### config.mk
export PLATFORM = sky130hd
export DESIGN_NAME = cie_clear_exec
export DESIGN_NICKNAME = d
export VERILOG_FILES = /design/src/core/cie_pkg.sv /design/src/core/cie_clear_exec.sv /design/src/core/cie_decoder.sv /design/src/core/cie_watchdog.sv
export SDC_FILE = /design/constraint.sdc
export NUM_CORES = 1
export LEC_CHECK = 0
export ABC_AREA = 1
export BUFFER_PORTS_ARGS = -buffer_cell sky130_fd_sc_hd__buf_2
export CAP_MARGIN = 20
export CORE_ASPECT_RATIO = 1.4
export CORE_MARGIN = 3
export CORE_UTILIZATION = 42
export CTS_CLUSTER_SIZE = 10
export DETAILED_ROUTE_END_ITERATION = 8
export PLACE_DENSITY_LB_ADDON = 0.08
export SLEW_MARGIN = 20
export SYNTH_ARGS = -nofsm -noshare
export SYNTH_HDL_FRONTEND = slang
export SYNTH_SLANG_ARGS = --single-unit
### constraint.sdc
create_clock -name pclk -period 4.83 [get_ports pclk]
set_input_delay 1.2075 -clock pclk [delete_from_list [all_inputs] [get_ports pclk]]
set_output_delay 1.2075 -clock pclk [all_outputs]
set_load 0.01 [all_outputs]
### src/core/cie_pkg.sv
// shared constants, types and carriers of the clear-instruction executor
`default_nettype none
package cie_pkg;
	// word widths of the core
	localparam int unsigned INSTR_W = 14;
	localparam int unsigned DATA_W  = 8;
	localparam int unsigned FADDR_W = 7;
	localparam int unsigned APB_AW  = 12;

	// opcode fields: bits 13:7 select the clear-file and clear-accumulator forms
	localparam logic [6:0]  OPC_CLEAR_FILE  = 7'h03;
	localparam logic [6:0]  OPC_CLEAR_ACC   = 7'h02;
	localparam logic [13:0] OPC_WDOG_REFRESH = 14'h0064;
	localparam logic [7:0]  CLEAR_VALUE     = 8'h00;

	// register byte addresses
	localparam logic [11:0] ADDR_CTRL   = 12'h000;
	localparam logic [11:0] ADDR_STATUS = 12'h004;
	localparam logic [11:0] ADDR_WREG   = 12'h008;
	localparam logic [11:0] ADDR_WDOG   = 12'h00C;
	localparam logic [11:0] ADDR_EXECS  = 12'h010;

	// control fields
	localparam int unsigned CTRL_W          = 4;
	localparam int unsigned CTRL_WDOG_EN    = 0;
	localparam int unsigned CTRL_PS_LSB     = 1;
	localparam int unsigned CTRL_PS_W       = 3;
	localparam logic [3:0]  CTRL_RESET      = 4'h0;

	// status fields
	localparam int unsigned ST_ZERO  = 0;
	localparam int unsigned ST_PD_N  = 1;
	localparam int unsigned ST_TO_N  = 2;
	localparam int unsigned ST_BUSY  = 3;

	// reset values of the flags and working register
	localparam logic        ZERO_RESET = 1'b0;
	localparam logic        TO_N_RESET = 1'b1;
	localparam logic        PD_N_RESET = 1'b1;
	localparam logic [7:0]  WREG_RESET = 8'h00;
	localparam int unsigned EXECS_W    = 16;

	// decoded operation
	typedef enum logic [1:0] {
		CIE_OP_NONE = 2'b00,
		CIE_OP_FILE = 2'b01,
		CIE_OP_ACC  = 2'b10,
		CIE_OP_WDOG = 2'b11
	} cie_op_e;

	// four phases of one instruction cycle
	typedef enum logic [1:0] {
		CIE_Q1 = 2'b00,
		CIE_Q2 = 2'b01,
		CIE_Q3 = 2'b10,
		CIE_Q4 = 2'b11
	} cie_phase_e;

	// decoder result carried through the instruction cycle
	typedef struct packed {
		cie_op_e            op;
		logic [6:0]         faddr;
	} cie_dec_s;
endpackage
`default_nettype wire

### src/core/cie_clear_exec.sv
// clear-instruction executor: four-phase sequencer, flags, watchdog and APB registers
//
// How it works
// - file clear writes zero, sets zero flag
// - accumulator clear zeroes W, sets zero flag
// - watchdog refresh opcode zeroes watchdog counter
// - refresh also zeroes the watchdog prescaler
// - refresh sets both status flags, others kept
//
// Added by the designer: the register offsets and the APB interface to the registers.
`default_nettype none
module cie_clear_exec #(
	parameter int unsigned WDOG_W = 8,
	parameter int unsigned PS_W   = 8
) (
	input  wire logic                pclk,
	input  wire logic                presetn,
	input  wire logic [11:0]         paddr,
	input  wire logic                psel,
	input  wire logic                penable,
	input  wire logic                pwrite,
	input  wire logic [31:0]         pwdata,
	input  wire logic [3:0]          pstrb,
	output logic [31:0]              prdata,
	output logic                     pready,
	output logic                     pslverr,
	input  wire logic [13:0]         instr_word,
	input  wire logic                instr_valid,
	input  wire logic                sleep_entry,
	output cie_pkg::cie_phase_e      phase,
	output logic                     file_we,
	output logic [6:0]               file_addr,
	output logic [7:0]               file_wdata,
	output logic [7:0]               working_register,
	output logic                     zero_flag,
	output logic                     timeout_flag_n,
	output logic                     powerdown_flag_n,
	output logic [WDOG_W-1:0]        watchdog_counter,
	output logic [PS_W-1:0]          watchdog_prescale,
	output logic                     watchdog_timeout
);
	cie_pkg::cie_phase_e     phase_q;
	cie_pkg::cie_phase_e     phase_d;
	cie_pkg::cie_dec_s       dec_now;
	cie_pkg::cie_dec_s       dec_q;
	logic [7:0]              wreg_q;
	logic                    zero_q;
	logic                    to_n_q;
	logic                    pd_n_q;
	logic [3:0]              ctrl_q;
	logic [15:0]             execs_q;
	logic [31:0]             prdata_q;
	logic                    err_q;
	logic [31:0]             rdata_d;
	logic                    apb_setup;
	logic                    apb_write;
	logic                    exec_now;
	logic                    clear_file_register_op;
	logic                    clear_accumulator_op;
	logic                    watchdog_refresh_op;

	// true for the offsets that the register file answers
	function automatic logic is_mapped(input logic [11:0] addr);
		return (addr == cie_pkg::ADDR_CTRL) || (addr == cie_pkg::ADDR_STATUS) ||
			(addr == cie_pkg::ADDR_WREG) || (addr == cie_pkg::ADDR_WDOG) ||
			(addr == cie_pkg::ADDR_EXECS);
	endfunction

	cie_decoder u_decoder (
		.instr_word (instr_word),
		.dec        (dec_now)
	);

	// the phase counter free-runs; the core aligns its fetch to the first phase
	always_comb begin
		unique case (phase_q)
			cie_pkg::CIE_Q1: phase_d = cie_pkg::CIE_Q2;
			cie_pkg::CIE_Q2: phase_d = cie_pkg::CIE_Q3;
			cie_pkg::CIE_Q3: phase_d = cie_pkg::CIE_Q4;
			cie_pkg::CIE_Q4: phase_d = cie_pkg::CIE_Q1;
		endcase
	end

	// phase register
	always_ff @(posedge pclk or negedge presetn) begin
		if (!presetn) begin
			phase_q <= cie_pkg::CIE_Q1;
		end else begin
			phase_q <= phase_d;
		end
	end

	// decode is latched in the first phase only; a word offered later is taken only if still valid in the next Q1
	always_ff @(posedge pclk or negedge presetn) begin
		if (!presetn) begin
			dec_q <= '{op: cie_pkg::CIE_OP_NONE, faddr: 7'h00};
		end else if (phase_q == cie_pkg::CIE_Q1) begin
			if (instr_valid) begin
				dec_q <= dec_now;
			end else begin
				dec_q <= '{op: cie_pkg::CIE_OP_NONE, faddr: 7'h00};
			end
		end
	end

	// execute strobes, all confined to the fourth phase
	assign exec_now               = (phase_q == cie_pkg::CIE_Q4);
	assign clear_file_register_op = exec_now && (dec_q.op == cie_pkg::CIE_OP_FILE);
	assign clear_accumulator_op   = exec_now && (dec_q.op == cie_pkg::CIE_OP_ACC);
	assign watchdog_refresh_op    = exec_now && (dec_q.op == cie_pkg::CIE_OP_WDOG);

	// register-file write port; address holds the whole cycle
	assign file_we    = clear_file_register_op;
	assign file_addr  = dec_q.faddr;
	assign file_wdata = cie_pkg::CLEAR_VALUE;

	// working register
	always_ff @(posedge pclk or negedge presetn) begin
		if (!presetn) begin
			wreg_q <= cie_pkg::WREG_RESET;
		end else if (clear_accumulator_op) begin
			wreg_q <= cie_pkg::CLEAR_VALUE;
		end
	end

	// zero flag: only the two data clears touch it
	always_ff @(posedge pclk or negedge presetn) begin
		if (!presetn) begin
			zero_q <= cie_pkg::ZERO_RESET;
		end else if (clear_file_register_op || clear_accumulator_op) begin
			zero_q <= 1'b1;
		end
	end

	// timeout flag: refresh sets it, a watchdog overflow clears it
	always_ff @(posedge pclk or negedge presetn) begin
		if (!presetn) begin
			to_n_q <= cie_pkg::TO_N_RESET;
		end else if (watchdog_refresh_op) begin
			to_n_q <= 1'b1;
		end else if (watchdog_timeout) begin
			to_n_q <= 1'b0;
		end
	end

	// power-down flag: the refresh wins over a sleep entry in the same cycle
	always_ff @(posedge pclk or negedge presetn) begin
		if (!presetn) begin
			pd_n_q <= cie_pkg::PD_N_RESET;
		end else if (watchdog_refresh_op) begin
			pd_n_q <= 1'b1;
		end else if (sleep_entry) begin
			pd_n_q <= 1'b0;
		end
	end

	cie_watchdog #(
		.CNT_W (WDOG_W),
		.PS_W  (PS_W)
	) u_watchdog (
		.pclk       (pclk),
		.presetn    (presetn),
		.enable     (ctrl_q[cie_pkg::CTRL_WDOG_EN]),
		.ps_sel     (ctrl_q[cie_pkg::CTRL_PS_LSB +: cie_pkg::CTRL_PS_W]),
		.clear      (watchdog_refresh_op),
		.count_q    (watchdog_counter),
		.prescale_q (watchdog_prescale),
		.timeout_q  (watchdog_timeout)
	);

	// count of executed clear operations, wraps silently
	always_ff @(posedge pclk or negedge presetn) begin
		if (!presetn) begin
			execs_q <= '0;
		end else if (exec_now && (dec_q.op != cie_pkg::CIE_OP_NONE)) begin
			execs_q <= execs_q + 16'h0001;
		end
	end

	assign phase            = phase_q;
	assign working_register = wreg_q;
	assign zero_flag        = zero_q;
	assign timeout_flag_n   = to_n_q;
	assign powerdown_flag_n = pd_n_q;

	// apb phases
	assign apb_setup = psel && !penable;
	assign apb_write = psel && penable && pwrite;

	// read mux; unmapped offsets read zero
	always_comb begin
		rdata_d = 32'h0000_0000;
		unique case (paddr)
			cie_pkg::ADDR_CTRL:   rdata_d = {28'h000_0000, ctrl_q};
			cie_pkg::ADDR_STATUS: rdata_d = {28'h000_0000, dec_q.op != cie_pkg::CIE_OP_NONE,
				to_n_q, pd_n_q, zero_q};
			cie_pkg::ADDR_WREG:   rdata_d = {24'h00_0000, wreg_q};
			cie_pkg::ADDR_WDOG:   rdata_d = 32'(watchdog_counter);
			cie_pkg::ADDR_EXECS:  rdata_d = {16'h0000, execs_q};
			default:              rdata_d = 32'h0000_0000;
		endcase
	end

	// read data and error are captured in the setup cycle so prdata is a flop
	always_ff @(posedge pclk or negedge presetn) begin
		if (!presetn) begin
			prdata_q <= 32'h0000_0000;
			err_q    <= 1'b0;
		end else if (apb_setup) begin
			prdata_q <= pwrite ? 32'h0000_0000 : rdata_d;
			err_q    <= !is_mapped(paddr);
		end
	end

	// control register; writes elsewhere are ignored, read-only ones without error
	always_ff @(posedge pclk or negedge presetn) begin
		if (!presetn) begin
			ctrl_q <= cie_pkg::CTRL_RESET;
		end else if (apb_write && (paddr == cie_pkg::ADDR_CTRL) && pstrb[0]) begin
			ctrl_q <= pwdata[3:0];
		end
	end

	// zero-wait-state slave
	assign pready  = psel && penable;
	assign pslverr = psel && penable && err_q;
	assign prdata  = prdata_q;

	// helper: tracks whether the watched clear has just executed
	logic exec_file_q;
	logic exec_acc_q;
	logic exec_wdog_q;

	always_ff @(posedge pclk or negedge presetn) begin
		if (!presetn) begin
			exec_file_q <= 1'b0;
			exec_acc_q  <= 1'b0;
			exec_wdog_q <= 1'b0;
		end else begin
			exec_file_q <= clear_file_register_op;
			exec_acc_q  <= clear_accumulator_op;
			exec_wdog_q <= watchdog_refresh_op;
		end
	end
endmodule
`default_nettype wire

### src/core/cie_decoder.sv
// combinational decoder for the three clear instructions
`default_nettype none
module cie_decoder (
	input  wire logic [13:0]      instr_word,
	output cie_pkg::cie_dec_s     dec
);
	// the accumulator form ignores its low seven bits entirely
	always_comb begin
		dec.faddr = instr_word[6:0];
		if (instr_word[13:7] == cie_pkg::OPC_CLEAR_FILE) begin
			dec.op = cie_pkg::CIE_OP_FILE;
		end else if (instr_word[13:7] == cie_pkg::OPC_CLEAR_ACC) begin
			dec.op = cie_pkg::CIE_OP_ACC;
		end else if (instr_word == cie_pkg::OPC_WDOG_REFRESH) begin
			dec.op = cie_pkg::CIE_OP_WDOG;
		end else begin
			dec.op = cie_pkg::CIE_OP_NONE;
		end
	end
endmodule
`default_nettype wire

### src/core/cie_watchdog.sv
// watchdog counter with its prescaler, cleared by the refresh operation
`default_nettype none
module cie_watchdog #(
	parameter int unsigned CNT_W = 8,
	parameter int unsigned PS_W  = 8
) (
	input  wire logic             pclk,
	input  wire logic             presetn,
	input  wire logic             enable,
	input  wire logic [2:0]       ps_sel,
	input  wire logic             clear,
	output logic [CNT_W-1:0]      count_q,
	output logic [PS_W-1:0]       prescale_q,
	output logic                  timeout_q
);
	logic [PS_W-1:0] ps_limit;
	logic            tick;

	// prescaler wraps after 2^ps_sel clocks
	assign ps_limit = PS_W'((1 << ps_sel) - 1);
	assign tick     = enable && (prescale_q == ps_limit);

	// prescaler; a refresh resets it ahead of everything else
	always_ff @(posedge pclk or negedge presetn) begin
		if (!presetn) begin
			prescale_q <= '0;
		end else if (clear) begin
			prescale_q <= '0;
		end else if (tick) begin
			prescale_q <= '0;
		end else if (enable) begin
			prescale_q <= prescale_q + PS_W'(1);
		end
	end

	// main counter; overflow gives a one-cycle timeout pulse
	always_ff @(posedge pclk or negedge presetn) begin
		if (!presetn) begin
			count_q   <= '0;
			timeout_q <= 1'b0;
		end else if (clear) begin
			count_q   <= '0;
			timeout_q <= 1'b0;
		end else begin
			timeout_q <= tick && (&count_q);
			if (tick) begin
				count_q <= count_q + CNT_W'(1);
			end
		end
	end
endmodule
`default_nettype wire

# Word-level counts from Yosys, hierarchy flattened

Index checks and enable logic that the tools add are counted.
Widths: inputs -> output; s select.

Bits in registers: 84
Logic and storage cells: 76
Output and inout bits: 80

Muxes and demuxes: 17
Eq/ne operators: 14
Reductions and logical operators: 27
Shift operators: 1
Add/subtract/negate cells: 4

Operators with widths:

| operator              | count |
|---|---|
| $pmux 16 s4           | 1 |
| $mux 8                | 5 |
| $mux 32               | 1 |
| $eq 12x4->1 const B   | 2 |
| $add 16x1->16 const B | 1 |
| $add 8x1->8 const B   | 2 |
| $eq 14x7->1 const B   | 1 |
| $eq 7x2->1 const B    | 2 |
| $eq 12x3->1 const B   | 1 |
| $eq 12x5->1 const B   | 1 |
| $logic_and 1x1->1     | 12 |
| $logic_not 12->1      | 1 |
| $mux 9                | 1 |
| $eq 2x2->1 const B    | 4 |
| $eq 8x8->1            | 1 |
| $pmux 2 s4            | 1 |
| $reduce_and 8->1      | 1 |
| $reduce_bool 2->1     | 4 |
| $shl 1x3->8 const A   | 1 |
| $sub 8x2->8 const B   | 1 |
| $mux 2                | 3 |
| $logic_or 1x1->1      | 5 |
| $mux 1                | 5 |
| $eq 2x1->1 const B    | 2 |
| 3 further kinds       | 4 |

# Longest topological paths before layout

Gate-level depths: netlist of the first run.

Depth after elaboration: 6
Depth in mapped cells: 15
Gate-level depth less buffers: 13

# Modules after synthesis

From an unflattened synthesis of the first run, not the netlist that was laid out.

Cell total of the unflattened synthesis: 582
Area total of the unflattened synthesis: 4539.4 um2

By module, submodules not included:

| module         | seq. area each (um2) | cells an instance | times used | area an instance (um2) |
|---|---|---|---|---|
| cie_clear_exec | 1278.7               | 377               | 1          | 3054.2 |
| cie_watchdog   | 425.4                | 172               | 1          | 1315.0 |
| cie_decoder    | 0.0                  | 33                | 1          | 170.2 |

# Least setup slack after synthesis of the first run

OpenSTA, ideal clock, no wires.

Path type: input to output
Start point: in penable
End point: out pslverr
Arrival time: 1.419 ns
Cell stages on the path: 2
Required time: 3.623 ns
Setup slack: 2.204 ns
Cell sequence: nand2_1 -> nor2_1

Cells in the longest elaborated chain, start to end: 2

Ends and longest elaborated chain:

| element                         | RTL line              | source |
|---|---|---|
| start: declaration              | cie_clear_exec.sv:20  | `input wire logic penable,` |
| $logic_and 1x1->1 (2 in series) | cie_clear_exec.sv:226 | `assign pslverr = psel && penable && err_q;` |
| end: declaration                | cie_clear_exec.sv:26  | `output logic pslverr,` |

Every way passes these cells.

# Worst setup path in the final report of the first run

Start point: in penable
End point: out pready

Cells in the longest elaborated chain, start to end: 1

Ends and longest elaborated chain:

| element           | RTL line              | source |
|---|---|---|
| $logic_and 1x1->1 | cie_clear_exec.sv:225 | `assign pready = psel && penable;` |
| end: declaration  | cie_clear_exec.sv:25  | `output logic pready,` |

Every way passes these cells.

==> metrics.txt, run 1 <==
status=complete, no violations; boundary pin count=149; worst relative slew slack=33.96%; data arrival time of the worst path=1570 ps; Mean Syn Cell Area=8.066 um2; DIE AREA=10630 um2; first-pass GRT wire length=14500 um; Synth Area in XOR/XNOR=5.983%; PD cells=317.1 nW/um2; measured slew at the worst slew-check pin=987.9 ps; post-layout util=50.23%; Tcrit/Tclk final=57.51%; crit-path max FO=2; Synth Instances=490; Non-Filler Instances=683; row cnt=41; hold depth=1; Slew Viols, Final=0; Area contributors post-synth=dfrtp_1 (42%), nand2_1 (10%), buf_4 (7.6%); Reg2Reg Capture Point=u_watchdog.prescale_q[6]$_DFFE_PN0P_; RSZ-0062 raised after global routing=false; Yosys reg bits=68; routed wire length=8783 um; Post-synth top flop=dfrtp_1; post-route minimum period=2778 ps; DR vias=3270; post-DR vias/cell=4.788; die height=120.8 um; # fillers=912; CTS tree=yes; Clock Latency Late Sink=330 ps; fmax=360.0 MHz; root buf cell=clkbuf_16; # diodes=0; share of cells above drive strength 1=21.01%; Worst-path clk slew=60 ps; vias in the first global route=3148; Mapped Area=3953 um2; worst hold endpoint=timeout_flag_n$_DFFE_PN1P_; CP Launch Type=input pin; min-delay worst type=reg2reg; core area=9080 um2; simple-gate share of the synthesized area=27.98%; total iterations of the first detailed-routing run=4; critical path endpoint category=output port; Hold Startpoint=u_watchdog.timeout_q$_DFF_PN0_; CTS Hold Buffers Added=0; Port Buf Inserts=85; Starting Density=43.53%; post-DP HPWL=6777 um; CTS buffer count=9; # setup viols final=0; LEAKAGE=2.423 nW; critical path type=in2out; reg2reg start=phase[1]$_DFF_PN0_; total of max-cap violations=0; DRC=0; Area Overhead vs Synth=15.38%; synth cell count leaders=nand2_1 (109), dfrtp_1 (66), inv_1 (58); Adder-Cell Fraction of Synth Area=2.532%; top-count cell post-synth=nand2_1; clk buf depth=2; Setup TNS Final=0 ps; antenna violations before repair=0; sequential-to-total area share from yosys stat=43.11%; global route overflow=0; area leader, netlist=dfrtp_1; largest net degree at the start of global routing=40; setup bufs post-CTS=0; Min Hold Slack=408.1 ps; EDFF count, synth=0; worst r2r path cells=7; post-synthesis compound-gate area fraction=5.888%; Yosys warnings=0; H-tree levels=3; Placer Congestion=0.8247; Final nets=648; Chip Width=87.99 um; post-CTS sizing=0; Worst Skew=6.736 ps; CP required=3620 ps; async set-or-reset flop fraction in the synthesized netlist=100.0%; combinational family with the most area after synthesis=simple AND/OR/NAND/NOR gates; maximum vdd drop=160.3 uV; mux contribution to synthesized area=0%; Clock Sinks=68; reg-to-reg slack, setup=2290 ps; final hold violation count=0; ANT nets after route=0; placed cells=667; DRT iter0 DRCs=106; GRT Overall Usage=17.62%; Synth cell types=35; WL per Instance=12.86 um; share of the synthesized area in the top cell type=41.79%
-- cell type report --
class                           instances  area, um2  area share [%]
Clock buffer                            9      225.2           4.938
Clock inverter                          7      43.79          0.9602
Inverter                               60      225.2           4.938
Multi-Input combinational cell        346       1795           39.37
Sequential cell                        68       1704           37.37
Tap cell                              107      133.9           2.936
Timing Repair Buffer                   86      432.9           9.492
-- flip-flops by register name, summed over array words and instances (netlist names), 2 cells and up --
name and count:
prdata 16, dec_q 2, u_watchdog.count_q 8, ctrl_q 4, execs_q 16, phase 2, u_watchdog.prescale_q 8, file_addr 7
-- critical path, stage by stage --
cell and delay [ps]:
buf_2 100, nand2_1 70, inv_1 50, buf_2 130
-- cell families after synthesis --
family	Yosys count
AND/OR/NAND/NOR	235
buffers and inverters	107
flip-flops	68
AO/OA/AOI/OAI	44
XOR/XNOR	27
adder cells (fa/ha/maj)	8
other	1
-- how the worst max path moves through the flow --
| stage | start | endpoint | cells after the start |
|---|---|---|---|
| 2_1_floorplan | penable | pslverr | 2 |
| 3_5_place_dp | penable | prdata[0]$_DFFE_PN0P_ | 8 |
| 3_3_place_gp | penable | prdata[0]$_DFFE_PN0P_ | 8 |
| 4_1_cts | penable | pready | 4 |
| 5_1_grt | psel | prdata[0]$_DFFE_PN0P_ | 9 |
| 6_report | penable | pready | 4 |
-- where the power goes --
group          internal, mW  leakage (nW)  total [mW]  switching [mW]
Clock                 0.344         0.131       0.592           0.249
Sequential            0.602         0.892       0.643          0.0404
Combinational        0.0814          1.40       0.211           0.130
-- placed cells by master (no fill, tap or decap), drive strengths merged --
cell type / netlist / layout
clkinv: 1 / 6
o21ai: 30 / 30
o211ai: 1 / 1
or2: 1 / 1
or3: 1 / 1
nand4: 13 / 13
inv: 59 / 59
dfrtp: 66 / 66
nor2: 44 / 44
xor2: 22 / 22
nand3: 43 / 43
dfstp: 2 / 2
and3b: 1 / 1
nor3: 8 / 8
a21oi: 5 / 5
nand3b: 6 / 6
ha: 8 / 8
o22ai: 8 / 8
clkinvlp: 0 / 2
clkbuf: 5 / 9
buf: 42 / 86
nor4: 5 / 5
conb: 1 / 32
nand2: 113 / 113
xnor2: 5 / 5
-- through the flow --
step                worst slack [ps]  instance area [um2]  total power, mW
finish                          2052                 4561            1.446
global route                    1845                 4561            1.522
CTS                             2050                 4561            1.464
detailed placement              1718                 4292           0.8672
global placement                1681                 4292           0.8636
floorplan                       2204                 4069           0.8020
-- metal layers --
layer	vias up	wire (um)	global-route usage, %
li1	1670	-	-
met1	1506	3666	21.26
met2	79	4474	29.53
met3	15	437	2.863
met4	0	204	9.309
met5	-	0	0
Power figures use the tool's default switching activity.
==> run 2: changes to the inputs <==
clock period = 2.7 ns   (was 4.83 ns; I/O delays follow)
==> metrics.txt, run 2 (synthesis gave the netlist of run 1 again) <==
critical path type=reg2reg; root buf cell=clkbuf_16; data arrival time of the worst path=2370 ps; post-DR vias/cell=4.825; Worst Skew=8.143 ps; met1 Resource Use GR=21.79%; placed cells=671; LEAKAGE=2.458 nW; RSZ-0062 raised after global routing=false; final hold violation count=0; most frequent cells in the layout=nand2_1 (109), buf_2 (85), dfrtp_1 (66); total iterations of the first detailed-routing run=4; largest net degree at the start of global routing=29; DIE AREA=10630 um2; die height=120.8 um; H-tree levels=3; min-delay worst type=in2async; DRT iter0 DRCs=94; Area Overhead vs Synth=17.03%; commonest non-fill, non-tap cell in the layout=nand2_1; post-CTS sizing=0; row cnt=41; routed wire length=8892 um; Chip Width=87.99 um; Placer Congestion=0.8122; Post-Place Worst Slack=489.0 ps; post-DP HPWL=7061 um; total of max-cap violations=0; Final Total Pwr=2.714 mW; GR peak layer=met2; CTS Hold Buffers Added=0; Port Buf Inserts=85; WL per Instance=12.94 um; global route overflow=0; # diodes=0; Min Hold Slack=255.0 ps; maximum vdd drop=372.4 uV; ANT nets after route=0; worst r2r path cells=12; clk buf depth=2; Slew Viols, Final=0; core area=9080 um2; Final nets=652; GRT Overall Usage=18.03%; antenna violations before repair=0; GR Util met2=30.28%; critical path endpoint category=flop; Worst Setup Slack, final=600.1 ps; PD cells=586.7 nW/um2; Setup TNS Final=0 ps; Clock Sinks=68; first-pass GRT wire length=14860 um; vias in the first global route=3240; CP Launch Type=flop; boundary pin count=149; met3 Track Usage GR=2.863%; CTS buffer count=9; post-route minimum period=2100 ps; crit-path max FO=15; status=complete, no violations; # fillers=922; setup bufs post-CTS=0; reg2reg start=ctrl_q[3]$_DFFE_PN0P_; fmax=476.2 MHz; Non-Filler Instances=687; Starting Density=43.53%; Worst-path clk slew=50 ps; CTS tree=yes; Reg2Reg Capture Point=u_watchdog.count_q[4]$_DFFE_PN0P_; # setup viols final=0; Tcrit/Tclk final=77.77%; DR vias=3315; DRC=0; reg-to-reg slack, setup=600 ps; share of cells above drive strength 1=21.38%; CP required=2970 ps; Clock Latency Late Sink=330 ps
## run 2: changes by cell type in the layout (fill, tap and decap cells not counted)
| cell | delta |
|---|---|
| clkinv_4 | -1 |
| clkinvlp_4 | -1 |
| clkinv_2 | -2 |
| clkbuf_8 | +2 |
| clkbuf_1 | +1 |
| bufinv_16 | +1 |
| buf_4 | +4 |
## run 2: metrics by stage
step	cell area (um2)	util [%]
after detailed placement	4322	47.60
after CTS	4626	50.94
after global routing	4626	50.94
after floorplan	4069	-
after global placement	4322	47.60
final	4626	50.94
## run 2: how the worst max path moves through the flow
stage,from,to
3_5_place_dp,paddr[7],prdata[0]$_DFFE_PN0P_
5_1_grt,ctrl_q[1]$_DFFE_PN0P_,u_watchdog.count_q[4]$_DFFE_PN0P_
6_report,ctrl_q[3]$_DFFE_PN0P_,u_watchdog.count_q[4]$_DFFE_PN0P_
4_1_cts,ctrl_q[3]$_DFFE_PN0P_,u_watchdog.count_q[4]$_DFFE_PN0P_
2_1_floorplan,ctrl_q[2]$_DFFE_PN0P_,u_watchdog.prescale_q[1]$_DFFE_PN0P_
3_3_place_gp,paddr[7],prdata[0]$_DFFE_PN0P_
## run 2: report_power, final
group	internal, mW	switching [mW]
clock network	0.761	0.422
logic	0.147	0.233
registers	1.08	0.0718
## run 2: critical path, stage by stage, from the launching register on
cell and delay [ps]:
dfrtp_1 470, nor2_2 170, nand2_2 80, ha_1 260, inv_1 100, nand2_1 80
nand3_1 100, nand3_2 90, nor2_4 140, nand3_4 140, nand2_4 220, nand3b_1 100
nand2_1 70
## run 2: final cells by class
| class | instances | area (um2) | area share, % |
|---|---|---|---|
| clock buffer | 12 | 256.5 | 5.545 |
| clock inverter | 4 | 47.55 | 1.028 |
| inverter | 60 | 225.2 | 4.869 |
| timing repair buffer | 90 | 462.9 | 10.01 |
| multi-input combinational | 346 | 1795 | 38.82 |
| tap | 107 | 133.9 | 2.894 |
| sequential | 68 | 1704 | 36.84 |
## run 2: layer usage
| layer | vias to the layer above | part of all wire [%] |
|---|---|---|
| li1 | 1674 | - |
| met3 | 15 | 4.3 |
| met4 | 0 | 2.5 |
| met1 | 1555 | 41 |
| met2 | 71 | 52 |
| met5 | - | 0 |
==> run 3: changes to the inputs <==
clock period = 1.84 ns   (was 2.7 ns; I/O delays follow)
==> metrics.txt, run 3 (synthesis gave the netlist of run 1 again) <==
status=finished, violations left; violated checks=setup timing; DR vias=3418; Clock Sinks=68; routed wire length=9235 um; Port Buf Inserts=85; CP Launch Type=flop; Chip Width=87.99 um; largest net degree at the start of global routing=69; global route overflow=0; CP delay by family, top=simple AND/OR/NAND/NOR gates; Worst Setup Slack, final=-10.06 ps; root buf cell=clkbuf_16; Non-Filler Instances=711; post-DP HPWL=7024 um; share of cells above drive strength 1=25.66%; commonest non-fill, non-tap cell in the layout=nand2_1; min-delay worst type=in2async; slowest cell on the critical path=dfrtp_1; row cnt=41; LEAKAGE=2.606 nW; core area=9080 um2; DRC=0; Worst Skew=5.436 ps; reg2reg start=ctrl_q[2]$_DFFE_PN0P_; Area Overhead vs Synth=24.09%; Clock Latency Late Sink=340 ps; data arrival time of the worst path=2080 ps; clk buf depth=2; PD cells=864.6 nW/um2; boundary pin count=149; vias in the first global route=3456; die height=120.8 um; fmax=540.5 MHz; worst r2r path cells=13; total iterations of the first detailed-routing run=4; critical path cell sequence=nor2_4 -> nand2_2 -> ha_4 -> inv_2 -> nand2_1 -> nand3_1 -> nor2_1 -> nand2_1 -> nor2_4 -> nand3_4 -> buf_6 -> nand3_1 -> nand2_1; DIE AREA=10630 um2; total of max-cap violations=0; first-pass GRT wire length=15600 um; GRT Overall Usage=18.90%; ANT nets after route=0; maximum vdd drop=436.1 uV; DRT iter0 DRCs=133; Worst path max stage delay=400 ps; Starting Density=43.53%; crit-path max FO=8; Final nets=676; CP required=2070 ps; Worst-path clk slew=60 ps; final hold violation count=0; critical path endpoint category=flop; reg-to-reg slack, setup=-10 ps; Placer Congestion=0.8279; post-DR vias/cell=4.807; antenna violations before repair=0; most frequent cells in the layout=nand2_1 (108), buf_2 (85), dfrtp_1 (66); Slew Viols, Final=0; CTS buffer count=9; RSZ-0062 raised after global routing=true; critical path type=reg2reg; placed cells=692; WL per Instance=12.99 um; post-route minimum period=1850 ps; Most common cell on crit path=nand2_1; CTS Hold Buffers Added=0; # setup viols final=4; # diodes=0; Tcrit/Tclk final=100.5%; design area=4905 um2; Reg2Reg Capture Point=u_watchdog.count_q[6]$_DFFE_PN0P_; H-tree levels=3; Min Hold Slack=112.6 ps; CTS tree=yes; Post-Place Worst Slack=-47.89 ps; Buf/Inv on CP=2; DP Area=4512 um2
run 3: changes by cell type in the layout (fill, tap and decap cells not counted), sizes merged:
cell	before	now
clkinvlp	1	2
bufinv	1	3
clkbuf	12	9
buf	90	114
run 3: repair_timing:
item / 4_1_cts / 5_1_grt
endpoints found under the setup margin: 16 / 20
endpoints found under the hold margin: 0 / 0
buffers inserted: 1 / 2
gates resized for setup: 3 / 3
pin swaps: 1 / 4
run 3: metrics by stage:
step                setup TNS [ps]  utilization (%)  power [mW]
floorplan                   -428.5                -       2.100
global placement                 0            49.69       2.276
detailed placement          -392.9            49.69       2.285
CTS                         -73.62            53.71       4.286
global route                 -1275            54.02       4.423
finish                      -20.26            54.02       4.240
run 3: worst max path at each step:
| stage | from | slack [ps] | cells after the start | to |
|---|---|---|---|---|
| 3_5_place_dp | ctrl_q[2]$_DFFE_PN0P_ | -50 | 13 | u_watchdog.count_q[6]$_DFFE_PN0P_ |
| 4_1_cts | ctrl_q[2]$_DFFE_PN0P_ | -20 | 13 | u_watchdog.count_q[6]$_DFFE_PN0P_ |
| 3_3_place_gp | ctrl_q[2]$_DFFE_PN0P_ | 2 | 13 | u_watchdog.count_q[7]$_DFFE_PN0P_ |
| 2_1_floorplan | ctrl_q[2]$_DFFE_PN0P_ | -60 | 14 | u_watchdog.prescale_q[1]$_DFFE_PN0P_ |
| 6_report | ctrl_q[2]$_DFFE_PN0P_ | -10 | 13 | u_watchdog.count_q[6]$_DFFE_PN0P_ |
| 5_1_grt | ctrl_q[2]$_DFFE_PN0P_ | -120 | 13 | u_watchdog.count_q[7]$_DFFE_PN0P_ |
run 3: report_power, final:
part           switching (mW)  internal [mW]  leakage (nW)  total [mW]
clock                   0.673           1.32         0.161        1.99
sequential             0.0981           1.58         0.892        1.68
combinational           0.350          0.221          1.55       0.571
run 3: layout make-up:
cell class / count / area, um2
Tap cell: 107 / 133.9
Sequential cell: 68 / 1704
Multi-Input combinational cell: 346 / 1842
Clock inverter: 7 / 115.1
Timing Repair Buffer: 114 / 659.4
Clock buffer: 9 / 225.2
Inverter: 60 / 225.2
Fill cell: 891 / 4175
run 3: routing by layer:
| metal | track usage, % | vias to the layer above | part of all wire [%] |
|---|---|---|---|
| li1 | - | 1717 | - |
| met1 | 21.87 | 1607 | 41 |
| met4 | 8.349 | 0 | 2.3 |
| met5 | 0 | - | 0 |
| met3 | 4.294 | 12 | 5.2 |
| met2 | 32.64 | 82 | 52 |
